<file path="config.mk">
export PLATFORM = sky130hd
export DESIGN_NAME = odc_decoder
export DESIGN_NICKNAME = d
export VERILOG_FILES = /design/src/include/odc_pkg.sv /design/src/verilog/odc_decoder.sv /design/src/verilog/odc_ext.sv
export SDC_FILE = /design/constraint.sdc
export NUM_CORES = 1
export LEC_CHECK = 0
export ABC_AREA = 1
export BUFFER_PORTS_ARGS = -buffer_cell sky130_fd_sc_hd__buf_2
export CORE_MARGIN = 3
export CORE_UTILIZATION = 45
export CTS_BUF_LIST = sky130_fd_sc_hd__clkbuf_2 sky130_fd_sc_hd__clkbuf_4 sky130_fd_sc_hd__clkbuf_8
export DETAILED_ROUTE_END_ITERATION = 6
export HOLD_SLACK_MARGIN = 0.1
export MAX_ROUTING_LAYER = met4
export PLACE_DENSITY = 0.74
export SLEW_MARGIN = 20
export SYNTH_ARGS = -nofsm -noshare
export SYNTH_HDL_FRONTEND = slang
export SYNTH_SLANG_ARGS = --single-unit
export TNS_END_PERCENT = 1
</file>
<file path="constraint.sdc">
create_clock -name core_clk -period 2.86 [get_ports core_clk]
set_input_delay 0.143 -clock core_clk [delete_from_list [all_inputs] [get_ports core_clk]]
set_output_delay 0.143 -clock core_clk [all_outputs]
set_load 0.02 [all_outputs]
</file>
<file path="src/include/odc_pkg.sv">
// constants and types for the operand field decoder
package odc_pkg;

  // ----------------------------------------
  // widths and field positions
  // ----------------------------------------
  localparam int ODC_XLEN   = 32;
  localparam int ODC_DST_HI = 11;
  localparam int ODC_DST_LO = 8;
  localparam int ODC_SRC_HI = 7;
  localparam int ODC_SRC_LO = 4;
  localparam int ODC_D4_HI  = 3;
  localparam int ODC_D8_HI  = 7;
  localparam int ODC_D12_HI = 11;

  // ----------------------------------------
  // reset values
  // ----------------------------------------
  localparam logic [31:0] ODC_WORD_RST = 32'h0000_0000;
  localparam logic [3:0]  ODC_REG_RST  = 4'h0;
  localparam logic [3:0]  ODC_REG0     = 4'h0;

  // ----------------------------------------
  // opcode patterns
  // ----------------------------------------
  localparam logic [3:0] OP_GRP0    = 4'h0;
  localparam logic [3:0] OP_GRP4    = 4'h4;
  localparam logic [3:0] OP_GRP8    = 4'h8;
  localparam logic [3:0] OP_GRPC    = 4'hC;
  localparam logic [3:0] OP_NMD_ST  = 4'h1;
  localparam logic [3:0] OP_NMD_LD  = 4'h5;
  localparam logic [3:0] OP_ADD_I   = 4'h7;
  localparam logic [3:0] OP_XFER_I  = 4'hE;
  localparam logic [3:0] OP_PCLD_W  = 4'h9;
  localparam logic [3:0] OP_PCLD_L  = 4'hD;
  localparam logic [3:0] OP_JUMP    = 4'hA;
  localparam logic [3:0] OP_JUMP_SB = 4'hB;
  localparam logic [3:0] OP_MACW_LO = 4'hF;
  localparam logic [7:0] OP_EQCMP_I = 8'h88;
  localparam logic [7:0] OP_TRAP    = 8'hC3;
  localparam logic [7:0] OP_ADRCALC = 8'hC7;
  localparam logic [7:0] OP_JREL_LO = 8'h23;
  localparam logic [7:0] OP_JRSB_LO = 8'h03;

  // ----------------------------------------
  // enumerations
  // ----------------------------------------
  typedef enum logic [3:0] {
    FMT_ZERO, FMT_N, FMT_M, FMT_NM, FMT_MD, FMT_ND4,
    FMT_NMD, FMT_D, FMT_D12, FMT_ND8, FMT_I, FMT_NI
  } odc_fmt_t;

  typedef enum logic [1:0] {LEN4, LEN8, LEN12} odc_len_t;
  typedef enum logic [1:0] {SC1, SC2, SC4} odc_scale_t;
  typedef enum logic [2:0] {EA_NONE, EA_PC_DISP, EA_PC_REG, EA_GB_DISP, EA_GB_REG0} odc_ea_t;

endpackage

</file>
<file path="src/verilog/odc_decoder.sv">
// operand field decoder for the 16-bit instruction word
`timescale 1ns/1ps
// Operation
// - short pc displacement: sign-extend, double, add
// - long pc displacement: sign-extend, double, add
// - register pc mode: pc plus register
// - logic and test immediates zero-extended
// - transfer, add, compare immediates sign-extended
// - trap immediate zero-extended times four
// - field meaning follows the opcode
// - zero format: whole word is opcode
// - n format: bits 11-8 destination
// - m format: bits 11-8 source
// - nm format: destination 11-8, source 7-4
// - word mac: both pointers post-increment
// - md format: base 7-4, disp 3-0
// - nd4 format: base 7-4, disp 3-0
// - nmd format: dst, src, 4-bit disp
// - d format: bits 7-0 displacement
// - d12 format: 12-bit jump displacement
// - nd8 format: dst 11-8, disp 7-0
// - global base displacement zero-extended, sized
module odc_decoder
  import odc_pkg::*;
(
  input  wire logic                   core_clk,
  input  wire logic                   resetn,
  input  wire logic                   instr_valid,
  input  wire logic [15:0]            instr_word,
  input  wire logic [31:0]            pc,
  input  wire logic [31:0]            gr_data,
  input  wire logic [31:0]            reg0_data,
  input  wire logic [31:0]            gbase_data,
  output logic                        dec_valid,
  output odc_pkg::odc_fmt_t           dec_fmt,
  output logic [3:0]                  dst_reg,
  output logic                        dst_used,
  output logic                        dst_pre_dec,
  output logic                        dst_post_inc,
  output logic [3:0]                  src_reg,
  output logic                        src_used,
  output logic                        src_post_inc,
  output logic [31:0]                 disp_val,
  output logic                        disp_used,
  output logic [31:0]                 imm_val,
  output logic                        imm_used,
  output logic [31:0]                 eff_addr,
  output logic                        ea_used,
  output logic                        mac_target
);

  // ----------------------------------------
  // opcode classification
  // ----------------------------------------
  logic [3:0] op_hi;
  logic [7:0] op_hb;
  logic [3:0] op_lo;
  logic [3:0] fld_n;
  logic [3:0] fld_m;
  logic       is_zero;
  logic       is_jump;
  logic       is_cbr;
  logic       is_cmpi;
  logic       is_address_compute_op;
  logic       is_gb_xfer;
  logic       is_trap;
  logic       is_logic_i;
  logic       is_logic_b;
  logic       is_md;
  logic       is_nd4;
  logic       is_nmd;
  logic       is_nd8;
  logic       is_ni;
  logic       is_jrel;
  logic       is_mac;
  logic       is_ctl_ld;
  logic       is_ctl_st;
  logic       is_m;
  logic       is_nm;

  assign op_hi = instr_word[15:12];
  assign op_hb = instr_word[15:8];
  assign op_lo = instr_word[3:0];
  assign fld_n = instr_word[ODC_DST_HI:ODC_DST_LO];
  assign fld_m = instr_word[ODC_SRC_HI:ODC_SRC_LO];

  assign is_zero    = (op_hi == OP_GRP0) && (fld_n == 4'h0) &&
                      ((op_lo == 4'h8) || (op_lo == 4'hB) || ((op_lo == 4'h9) && !instr_word[5]));
  assign is_jump    = (op_hi == OP_JUMP) || (op_hi == OP_JUMP_SB);
  assign is_cbr     = (op_hi == OP_GRP8) && fld_n[3] && fld_n[0];
  assign is_cmpi    = (op_hb == OP_EQCMP_I);
  assign is_address_compute_op    = (op_hb == OP_ADRCALC);
  assign is_gb_xfer = (op_hi == OP_GRPC) && !fld_n[3] && (fld_n[1:0] != 2'b11);
  assign is_trap    = (op_hb == OP_TRAP);
  assign is_logic_i = (op_hi == OP_GRPC) && (fld_n[3:2] == 2'b10);
  assign is_logic_b = (op_hi == OP_GRPC) && (fld_n[3:2] == 2'b11);
  assign is_md      = (op_hi == OP_GRP8) && (fld_n[3:1] == 3'b010);
  assign is_nd4     = (op_hi == OP_GRP8) && (fld_n[3:1] == 3'b000);
  assign is_nmd     = (op_hi == OP_NMD_ST) || (op_hi == OP_NMD_LD);
  assign is_nd8     = (op_hi == OP_PCLD_W) || (op_hi == OP_PCLD_L);
  assign is_ni      = (op_hi == OP_ADD_I) || (op_hi == OP_XFER_I);
  assign is_jrel    = (op_hi == OP_GRP0) &&
                      ((instr_word[7:0] == OP_JREL_LO) || (instr_word[7:0] == OP_JRSB_LO));
  assign is_mac     = (op_hi == OP_GRP4) && (op_lo == OP_MACW_LO);
  assign is_ctl_ld  = (op_hi == OP_GRP4) && (op_lo[3:1] == 3'b011);
  assign is_ctl_st  = (op_hi == OP_GRP4) && (op_lo[3:1] == 3'b001);
  assign is_m       = is_jrel || is_ctl_ld ||
                      ((op_hi == OP_GRP4) && ((op_lo == 4'hA) || (op_lo == 4'hB) || (op_lo == 4'hE)));
  assign is_nm      = (op_hi == 4'h2) || (op_hi == 4'h3) || (op_hi == 4'h6) || is_mac ||
                      ((op_hi == OP_GRP4) && (op_lo == 4'hC)) ||
                      ((op_hi == OP_GRP0) && op_lo[2]);

  // ----------------------------------------
  // format selection
  // ----------------------------------------
  odc_fmt_t fmt_w;

  // priority matters: wide groups share opcode nibbles with narrow ones
  assign fmt_w = is_zero                        ? FMT_ZERO :
                 is_jump                        ? FMT_D12  :
                 is_ni                          ? FMT_NI   :
                 is_nd8                         ? FMT_ND8  :
                 is_nmd                         ? FMT_NMD  :
                 (is_cbr || is_address_compute_op || is_gb_xfer) ? FMT_D :
                 (is_trap || is_logic_i || is_logic_b || is_cmpi) ? FMT_I :
                 is_md                          ? FMT_MD   :
                 is_nd4                         ? FMT_ND4  :
                 is_m                           ? FMT_M    :
                 is_nm                          ? FMT_NM   :
                 ((op_hi == OP_GRP0) || (op_hi == OP_GRP4)) ? FMT_N : FMT_ZERO;

  // ----------------------------------------
  // access size and scaling choices
  // ----------------------------------------
  odc_scale_t gb_scale;
  odc_scale_t small_scale;
  odc_scale_t pcld_scale;

  assign gb_scale    = odc_scale_t'(instr_word[9:8]);
  assign small_scale = instr_word[8] ? SC2 : SC1;
  assign pcld_scale  = (op_hi == OP_PCLD_L) ? SC4 : SC2;

  // ----------------------------------------
  // per-format field routing
  // ----------------------------------------
  logic [3:0] next_dst;
  logic       next_dst_used;
  logic [3:0] next_src;
  logic       next_src_used;
  logic       next_disp_used;
  logic       next_imm_used;
  odc_len_t   disp_len;
  logic       disp_sign;
  odc_scale_t disp_scale;
  logic       imm_sign;
  odc_scale_t imm_scale;
  odc_ea_t    ea_sel;

  always_comb begin
    next_dst       = ODC_REG_RST;
    next_dst_used  = 1'b0;
    next_src       = ODC_REG_RST;
    next_src_used  = 1'b0;
    next_disp_used = 1'b0;
    next_imm_used  = 1'b0;
    disp_len       = LEN4;
    disp_sign      = 1'b0;
    disp_scale     = SC1;
    imm_sign       = 1'b0;
    imm_scale      = SC1;
    ea_sel         = EA_NONE;
    unique case (fmt_w)
      FMT_ZERO: begin
      end
      FMT_N: begin
        next_dst      = fld_n;
        next_dst_used = 1'b1;
      end
      FMT_M: begin
        next_src      = fld_n;
        next_src_used = 1'b1;
        if (is_jrel) begin
          ea_sel = EA_PC_REG;
        end
      end
      FMT_NM: begin
        next_dst      = fld_n;
        next_dst_used = 1'b1;
        next_src      = fld_m;
        next_src_used = 1'b1;
      end
      // base plus disp into register zero
      FMT_MD: begin
        next_dst       = ODC_REG0;
        next_dst_used  = 1'b1;
        next_src       = fld_m;
        next_src_used  = 1'b1;
        next_disp_used = 1'b1;
        disp_scale     = small_scale;
      end
      // register zero stored at base plus disp
      FMT_ND4: begin
        next_dst       = fld_m;
        next_dst_used  = 1'b1;
        next_src       = ODC_REG0;
        next_src_used  = 1'b1;
        next_disp_used = 1'b1;
        disp_scale     = small_scale;
      end
      FMT_NMD: begin
        next_dst       = fld_n;
        next_dst_used  = 1'b1;
        next_src       = fld_m;
        next_src_used  = 1'b1;
        next_disp_used = 1'b1;
        disp_scale     = SC4;
      end
      FMT_D: begin
        next_disp_used = 1'b1;
        disp_len       = LEN8;
        if (is_cbr) begin
          disp_sign  = 1'b1;
          disp_scale = SC2;
          ea_sel     = EA_PC_DISP;
        end else if (is_address_compute_op) begin
          next_dst      = ODC_REG0;
          next_dst_used = 1'b1;
          disp_scale    = SC4;
          ea_sel        = EA_PC_DISP;
        end else begin
          disp_scale    = gb_scale;
          ea_sel        = EA_GB_DISP;
          next_dst      = ODC_REG0;
          next_src      = ODC_REG0;
          next_dst_used = instr_word[10];
          next_src_used = !instr_word[10];
        end
      end
      FMT_D12: begin
        next_disp_used = 1'b1;
        disp_len       = LEN12;
        disp_sign      = 1'b1;
        disp_scale     = SC2;
        ea_sel         = EA_PC_DISP;
      end
      FMT_ND8: begin
        next_dst       = fld_n;
        next_dst_used  = 1'b1;
        next_disp_used = 1'b1;
        disp_len       = LEN8;
        disp_scale     = pcld_scale;
        ea_sel         = EA_PC_DISP;
      end
      FMT_I: begin
        next_imm_used = 1'b1;
        if (is_trap) begin
          imm_scale = SC4;
        end else if (is_cmpi) begin
          imm_sign      = 1'b1;
          next_src      = ODC_REG0;
          next_src_used = 1'b1;
        end else if (is_logic_b) begin
          ea_sel = EA_GB_REG0;
        end else begin
          next_dst      = ODC_REG0;
          next_dst_used = 1'b1;
        end
      end
      FMT_NI: begin
        next_imm_used = 1'b1;
        imm_sign      = 1'b1;
        next_dst      = fld_n;
        next_dst_used = 1'b1;
      end
    endcase
  end

  // ----------------------------------------
  // extension and address arithmetic
  // ----------------------------------------
  logic [31:0] disp_w;
  logic [31:0] imm_w;
  logic [31:0] next_ea;

  odc_ext u_disp_ext (
    .field   (instr_word[ODC_D12_HI:0]),
    .len     (disp_len),
    .sign_en (disp_sign),
    .scale   (disp_scale),
    .value   (disp_w)
  );

  odc_ext u_imm_ext (
    .field   ({4'h0, instr_word[ODC_D8_HI:0]}),
    .len     (LEN8),
    .sign_en (imm_sign),
    .scale   (imm_scale),
    .value   (imm_w)
  );

  // gr_data is the register named by bits 11-8 of this same word
  assign next_ea = (ea_sel == EA_PC_DISP) ? pc + disp_w :
                   (ea_sel == EA_PC_REG)  ? pc + gr_data :
                   (ea_sel == EA_GB_DISP) ? gbase_data + disp_w :
                   (ea_sel == EA_GB_REG0) ? gbase_data + reg0_data : ODC_WORD_RST;

  // ----------------------------------------
  // output registers
  // ----------------------------------------
  // one capture edge, no stall
  always_ff @(posedge core_clk) begin
    if (!resetn) begin
      dec_valid <= 1'b0;
      dec_fmt   <= FMT_ZERO;
      dst_reg   <= ODC_REG_RST;
      dst_used  <= 1'b0;
      src_reg   <= ODC_REG_RST;
      src_used  <= 1'b0;
      disp_val  <= ODC_WORD_RST;
      disp_used <= 1'b0;
    end else begin
      dec_valid <= instr_valid;
      dec_fmt   <= fmt_w;
      dst_reg   <= next_dst;
      dst_used  <= next_dst_used;
      src_reg   <= next_src;
      src_used  <= next_src_used;
      disp_val  <= next_disp_used ? disp_w : ODC_WORD_RST;
      disp_used <= next_disp_used;
    end
  end

  always_ff @(posedge core_clk) begin
    if (!resetn) begin
      imm_val      <= ODC_WORD_RST;
      imm_used     <= 1'b0;
      eff_addr     <= ODC_WORD_RST;
      ea_used      <= 1'b0;
      dst_pre_dec  <= 1'b0;
      dst_post_inc <= 1'b0;
      src_post_inc <= 1'b0;
      mac_target   <= 1'b0;
    end else begin
      imm_val      <= next_imm_used ? imm_w : ODC_WORD_RST;
      imm_used     <= next_imm_used;
      eff_addr     <= next_ea;
      ea_used      <= (ea_sel != EA_NONE);
      dst_pre_dec  <= is_ctl_st && (fmt_w == FMT_N);
      dst_post_inc <= is_mac && (fmt_w == FMT_NM);
      src_post_inc <= (is_ctl_ld && (fmt_w == FMT_M)) || (is_mac && (fmt_w == FMT_NM));
      mac_target   <= is_mac && (fmt_w == FMT_NM);
    end
  end
endmodule

</file>
<file path="src/verilog/odc_ext.sv">
// field extender: zero or sign extension and scaling
`timescale 1ns/1ps
module odc_ext
  import odc_pkg::*;
(
  input  wire logic [11:0]            field,
  input  odc_pkg::odc_len_t           len,
  input  wire logic                   sign_en,
  input  odc_pkg::odc_scale_t         scale,
  output logic [odc_pkg::ODC_XLEN-1:0] value
);

  logic        msb;
  logic        fill;
  logic [31:0] ext;

  assign msb  = (len == LEN12) ? field[11] : (len == LEN8) ? field[7] : field[3];
  assign fill = sign_en & msb;
  assign ext  = (len == LEN12) ? {{20{fill}}, field} :
                (len == LEN8)  ? {{24{fill}}, field[7:0]} :
                                 {{28{fill}}, field[3:0]};
  // scaling drops the top bits on purpose; the address wraps like the pc
  assign value = (scale == SC4) ? {ext[29:0], 2'b00} :
                 (scale == SC2) ? {ext[30:0], 1'b0} : ext;

endmodule
</file>
# After elaboration in Yosys (flattened, before gate mapping)
# Index checks and enable logic that the tools add are counted.
[op_classes]
n_addsub = 4
n_eq_ne = 53
mux = 57
bitwise_logic = 4
reduce_logical = 64
[ops]
columns = ["operator", "count"]
rows = [
  ["32-bit adder", 4],
  ["32-bit 2-to-1 mux", 4],
  ["4-bit equality test (second input constant)", 18],
  ["4-bit by 3-bit equality test with 1-bit output (second input constant)", 8],
  ["4-bit 2-to-1 mux", 7],
  ["8-bit equality test (second input constant)", 3],
  ["1-bit logical OR", 23],
  ["1-bit logical AND", 21],
  ["2-bit 2-to-1 mux", 10],
  ["4-bit by 2-bit equality test with 1-bit output (second input constant)", 4],
  ["1-bit 2-to-1 mux", 16],
  ["4-bit one-hot mux with 2 select lines", 2],
  ["3-bit 2-to-1 mux", 5],
  ["14-bit 2-to-1 mux", 1],
  ["13-bit 2-to-1 mux", 1],
  ["3-bit by 2-bit equality test with 1-bit output (second input constant)", 4],
  ["12-bit 2-to-1 mux", 1],
  ["3-bit one-hot mux with 4 select lines", 1],
  ["2-bit equality test (second input constant)", 5],
  ["10-bit 2-to-1 mux", 1],
  ["2-bit one-hot mux with 5 select lines", 1],
  ["5-bit OR reduction", 2],
  ["9-bit 2-to-1 mux", 1],
  ["4-bit by 1-bit equality test with 1-bit output (second input constant)", 2],
  ["22 further kinds", 37],
]
[word_totals]
reg_bits = 79
inputBits = 147
output_inout_bits = 118

# Logic depth before layout (Yosys ltp)
[depth]
ltp_word = 32
depth_mapped = 27
ltp_nobuf = 26

# Modules after synthesis
# A second synthesis with hierarchy kept.
[hier_totals]
hier_cells = 2291
hier_area_um2 = 13604.3
[modules_own_cells]
columns = ["mod", "n_inst", "cells_each", "area_per_inst_um2", "seq_area_each_um2"]
rows = [
  ["odc_decoder", 1, 2075, 12323.1, 2342.2],
  ["odc_ext", 2, 108, 640.6, 0.0],
]

# Worst setup path after synthesis
# OpenSTA, ideal clock, no wires.
[synth_timing]
path_kind = "in2reg"
from = "input instr_word[12]"
to = "register eff_addr[28]"
setup_time_ps = 128
arrival_time_ps = 2955
required_ps = 2732
setup_slack_ps = -222
path_stages = 15
path_buffers = 0
path_cell_list = "nor2_4 nand4_2 o21ai_2 o21ai_2 inv_1 ha_1 a21oi_1 a21boi_0 o21ai_0 a21oi_1 nand3_1 nand3_1 nand3_1 nor2_1 nor2_1"
[synth_via]
elab_chain_cells = 32
elab_cells_between_ends = 109
classes_between = "add/sub (2); eq/ne (33); mux (36); bitwise (1); reduce/logical (37)"
[synth_rtl]
columns = ["item", "line", "source"]
rows = [
  ["from (decl)", "odc_decoder.sv:29", "input wire logic [15:0] instr_word,"],
  ["4-bit by 2-bit equality test with 1-bit output", "odc_decoder.sv:109", "assign is_nm = (op_hi == 4'h2) || (op_hi == 4'h3) || (op_hi == 4'h6) || is_mac ||"],
  ["1-bit logical OR (4 in series)", "odc_decoder.sv:109", ""],
  ["1-bit logical OR", "odc_decoder.sv:110", "((op_hi == OP_GRP4) && (op_lo == 4'hC)) ||"],
  ["2-bit 2-to-1 mux", "odc_decoder.sv:129", "is_nm ? FMT_NM :"],
  ["2-bit 2-to-1 mux", "odc_decoder.sv:128", "is_m ? FMT_M :"],
  ["3-bit 2-to-1 mux", "odc_decoder.sv:127", "is_nd4 ? FMT_ND4 :"],
  ["3-bit 2-to-1 mux", "odc_decoder.sv:126", "is_md ? FMT_MD :"],
  ["4-bit 2-to-1 mux", "odc_decoder.sv:125", "(is_trap || is_logic_i || is_logic_b || is_cmpi) ? FMT_I :"],
  ["[... 13 more ...]", "--", ""],
  ["net disp_w[14]", "odc_decoder.sv:281", "logic [31:0] disp_w;"],
  ["8-bit 2-to-1 mux", "odc_ext.sv:20", "(len == LEN8) ? {{24{fill}}, field[7:0]} :"],
  ["12-bit 2-to-1 mux", "odc_ext.sv:19", "assign ext = (len == LEN12) ? {{20{fill}}, field} :"],
  ["13-bit 2-to-1 mux", "odc_ext.sv:24", "(scale == SC2) ? {ext[30:0], 1'b0} : ext;"],
  ["14-bit 2-to-1 mux", "odc_ext.sv:23", "assign value = (scale == SC4) ? {ext[29:0], 2'b00} :"],
  ["32-bit adder", "odc_decoder.sv:304", "(ea_sel == EA_GB_DISP) ? gbase_data + disp_w :"],
  ["32-bit 2-to-1 mux", "odc_decoder.sv:304", ""],
  ["32-bit 2-to-1 mux", "odc_decoder.sv:303", "(ea_sel == EA_PC_REG) ? pc + gr_data :"],
  ["32-bit 2-to-1 mux *", "odc_decoder.sv:302", "assign next_ea = (ea_sel == EA_PC_DISP) ? pc + disp_w :"],
  ["to (signal assigned)", "odc_decoder.sv:346", "eff_addr <= next_ea;"],
  ["to (decl)", "odc_decoder.sv:47", "output logic [31:0] eff_addr,"],
]
# Mark *: on every way through the listed nets, which the timed path passes. The rest lies on a longest branch.
# A chain may end at the register's enable or synchronous reset.

# Final worst setup path
[layout_timing]
from = "input instr_word[12]"
to = "register eff_addr[18]"
[layout_via]
elab_chain_cells = 32
elab_cells_between_ends = 109
classes_between = "add/sub (2); eq/ne (33); mux (36); bitwise (1); reduce/logical (37)"
[layout_rtl]
columns = ["item", "line"]
rows = [
  ["4-bit by 2-bit equality test with 1-bit output", "odc_decoder.sv:109"],
  ["1-bit logical OR (4 in series)", "odc_decoder.sv:109"],
  ["1-bit logical OR", "odc_decoder.sv:110"],
  ["2-bit 2-to-1 mux", "odc_decoder.sv:129"],
  ["2-bit 2-to-1 mux", "odc_decoder.sv:128"],
  ["3-bit 2-to-1 mux", "odc_decoder.sv:127"],
  ["3-bit 2-to-1 mux", "odc_decoder.sv:126"],
  ["4-bit 2-to-1 mux", "odc_decoder.sv:125"],
  ["[... 14 more ...]", "--"],
  ["12-bit 2-to-1 mux", "odc_ext.sv:19"],
  ["13-bit 2-to-1 mux", "odc_ext.sv:24"],
  ["14-bit 2-to-1 mux *", "odc_ext.sv:23"],
  ["net disp_w[6]", "odc_decoder.sv:281"],
  ["32-bit adder", "odc_decoder.sv:304"],
  ["32-bit 2-to-1 mux", "odc_decoder.sv:304"],
  ["32-bit 2-to-1 mux", "odc_decoder.sv:303"],
  ["32-bit 2-to-1 mux *", "odc_decoder.sv:302"],
]
# Marks and branches as above.

==> results.md <==
* N_diodes at 0
* Net switching power at 0.00247 W
* Mapped Cells at 2,063
* Core area at 26,100 sq um
* Routed wl met2 at 24,400 microns
* CP arrival at 3.12 ns
* Worst Setup Start Kind: input pin
* Gate power share at 59.5%
* Total GRT Usage at 36.5%
* Worst Setup End Kind: register
* First-pass GRT wire length at 78,800 microns
* Ys flop type: dfxtp_1
* Regs by FF count: eff_addr x32, disp_val x15, imm_val x11
* Routed wl met3 at 4730 microns
* Slew headroom at 51.8%
* Synthesized cell area at 11,900 sq um
* Async S/R FF share, synth at 0%
* Vias at 16,200
* 1st-iter DRT viols at 1,534
* H-tree levels at 3
* CTS tree: built
* Vias in the first global route at 14,400
* Power density cells at 311 nW/um^2
* WL final at 55,100 microns
* Setup violations, final at 0
* Grt total ovfl at 0
* Die area at 28,500 sq um
* Tcrit/Tclk final at 99.6%
* Seq/Total Area, Yosys at 13.2%
* Synth Net Count at 2,338
* Met1 wire length at 22,700 microns
* Crit path kind: input pin to register
* Reg power frac at 22.3%
* Root Driver: clkbuf_8
* Largest register FFs at 32
* CTS max path bufs at 2
* Pleak at 9.04 nW
* Worst-Margin Slew at 0.718 ns
* First-pass detailed-route iteration total at 6
* Clock Pin Slew Worst Setup and Hold Paths at 0.10 ns
* Int Pwr at 0.00282 W
* Worst VDD drop at 252 uV
* Antenna violation net count after detailed routing at 0
* Mean Syn Cell Area at 5.79 sq um
* Share of cells above drive strength 1 at 32.1%
* Synth unique cells at 56
* Largest net degree at the start of global routing at 34
* Uppermost routed layer: met4
* Area Overhead vs Synth at 42.5%
* Largest register by flop count: eff_addr
* Initial Utilization at 45.8%
* Synth Warn # at 0
* Req. time, crit path at 3.13 ns
* Min Hold Slack at 0.120 ns
* Die W at 169 microns
* RSZ-0062 raised after global routing: yes
* Status: finished clean
* # fillers at 2,533
* Worst-path maximum fanout at 8
* Flops & latches, synth at 79
* Pins Over Slew Limit at 0
* Row cnt at 59
* Worst min path class: input pin to register
* Switching Share at 46.7%
* Initial antenna violation count at 0
* Peak Freq at 351 MHz
* Sink Count at 79
* DR WL/cell at 18.9 microns
* GPL Wtd Cong at 1.05
* Overall Power at 0.00529 W
* Minimum clock period at 2.85 ns
* Die Height at 169 microns
* CTS Buf Count at 9
* Max Cap Viol at 0
* Vias per cell at 5.54
* Ports at 265
* Port Buffer Count at 264
* Final nets at 2,852
* Post-synth EDFFs at 0
* Final hold viol count at 0
* # DRC at 0
* Clock share of power at 18.1%
* Dpl hpwl at 45,200 microns
-- path summary, 6_finish.rpt --
path            from                       to  slack (ns)  cells after the start
max   instr_word[12]  eff_addr[18]$_SDFF_PN0_        0.01                     28
min    instr_word[4]    src_reg[0]$_SDFF_PN0_        0.12                      3
-- power groups by stage --
stage | sequential [W] | combinational [W] | clock (W)
after floorplan | 0.00128 | 0.00149 | 0
after global placement | 0.00121 | 0.00267 | 0
after detailed placement | 0.00121 | 0.00269 | 0
after CTS | 0.00118 | 0.00274 | 0.000943
after global routing | 0.00119 | 0.00341 | 0.000989
final | 0.00118 | 0.00315 | 0.000958
-- placed cells by master (no fill, tap or decap), types with 6 or more instances in the layout --
cell type	netlist	layout
inv_1	263	248
inv_2	9	19
nand2_2	5	46
clkbuf_8	0	10
ha_1	124	98
nand3_4	2	7
o21ai_2	2	6
a31oi_1	13	13
buf_6	0	13
ha_4	0	23
nand3b_1	12	12
buf_2	12	259
nand3_2	1	16
buf_4	41	280
o22ai_1	9	9
nor2_1	264	240
o211ai_1	9	9
a21boi_0	12	10
o21ai_1	1	12
o21ai_0	86	69
buf_12	0	7
dfxtp_1	79	79
o21bai_1	19	16
a21oi_1	160	125
nand2_4	1	16
or2_2	23	23
nor3_1	27	21
a21oi_4	0	7
nand4_1	35	35
a21o_1	18	18
nor2_4	4	8
xnor2_1	13	12
xor2_1	36	35
a21oi_2	1	29
nand2_1	521	465
nand3_1	199	179
o21a_1	7	7
nor2_2	1	21
-- area by class of cell --
cell class	instances	area [sq um]	area share [%]
clock buffers	10	138	0.809
clock inverters	6	51.3	0.301
inverters	274	1050	6.17
multi-input cells	1648	10000	58.8
flip-flops and latches	79	1580	9.29
well taps	335	419	2.46
repair buffers	565	3770	22.2
-- critical path: stages --
cell and delay [ns]:
buf_6 0.11, inv_4 0.06, nand2_4 0.06, nor2_4 0.17
nand3_4 0.11, nand3_4 0.14, nand3_4 0.09, nand3b_4 0.11
buf_12 0.14, inv_6 0.03, nand2_2 0.06, a21oi_2 0.05
a21oi_2 0.20, buf_4 0.18, ha_4 0.22, nand2_4 0.09
nor2_4 0.05, and2_4 0.14, nand2_4 0.06, nand3_4 0.11
nand2_2 0.12, nand2_4 0.08, nand2_4 0.08, nand2_4 0.06
xnor2_2 0.16, nor2_1 0.07, nor2_1 0.14, nor2_1 0.07
-- synth_stat cells, drive strengths merged (2+ instances only) --
library cell / instances / area, sq um
dfxtp: 79 / 1580
or2: 25 / 156
o211ai: 9 / 67.6
a21boi: 12 / 90.1
a31oi: 13 / 81.3
buf: 55 / 375
o31ai: 3 / 36.3
ha: 124 / 1550
o22ai: 9 / 56.3
nor4: 5 / 31.3
nand2b: 2 / 12.5
o21a: 7 / 52.6
nand2: 527 / 2000
nand4: 36 / 231
xor2: 36 / 315
clkbuf: 7 / 26.3
nor3: 28 / 151
xnor2: 13 / 114
nand3: 202 / 1040
a21oi: 161 / 810
inv: 272 / 1020
clkinv: 2 / 8.75
a41oi: 6 / 52.6
o21ai: 89 / 453
and2: 6 / 37.5
a21o: 18 / 135
o21bai: 19 / 143
a221oi: 2 / 17.5
nand3b: 13 / 101
a211oi: 2 / 15.0
and3: 4 / 25.0
nor2: 269 / 1040
fa: 4 / 80.1
-- per-layer routing --
| metal | track usage (%) | vias up |
|---|---|---|
| li1 | - | 7823 |
| met1 | 46.6 | 7355 |
| met2 | 58.6 | 819 |
| met3 | 4.25 | 176 |
| met4 | 15.3 | 0 |
| met5 | - | - |
-- kinds of logic after synthesis --
group                    Yosys count  synth area share, %
AND/OR/NAND/NOR                 1118                 40.5
AO/OA/AOI/OAI                    353                 17.0
buffers and inverters            336                 12.0
adder cells (fa/ha/maj)          128                 13.7
flip-flops                        79                 13.2
XOR/XNOR                          49                 3.59
-- metrics by stage --
| stage | worst slack, ns | cell area (sq um) | instances | util, % | TNS [ns] |
|---|---|---|---|---|---|
| 2_1_floorplan | -0.136 | 12000 | 2063 | - | -0.977 |
| 3_3_place_gp | -0.616 | 15400 | 2869 | 59.1 | -11.41 |
| 3_5_place_dp | -0.667 | 15400 | 2869 | 59.1 | -12.60 |
| 4_1_cts | -0.105 | 15800 | 2892 | 60.5 | -0.556 |
| 5_1_grt | -0.0721 | 17000 | 2917 | 65.3 | -0.743 |
| 6_report | 0.0115 | 17000 | 2917 | 65.3 | 0 |
-- timing repair --
action / 4_1_cts / 5_1_grt
endpoints found under the setup margin: 22 / 27
hold endpoints to repair: 4 / 0
gates resized for setup: 25 / 254
setup buffers: 3 / 23
gates cloned: 0 / 2
pin swaps: 1 / 85
hold buffers: 4 / 0
Note: power is estimated with default switching activity, not from simulation.
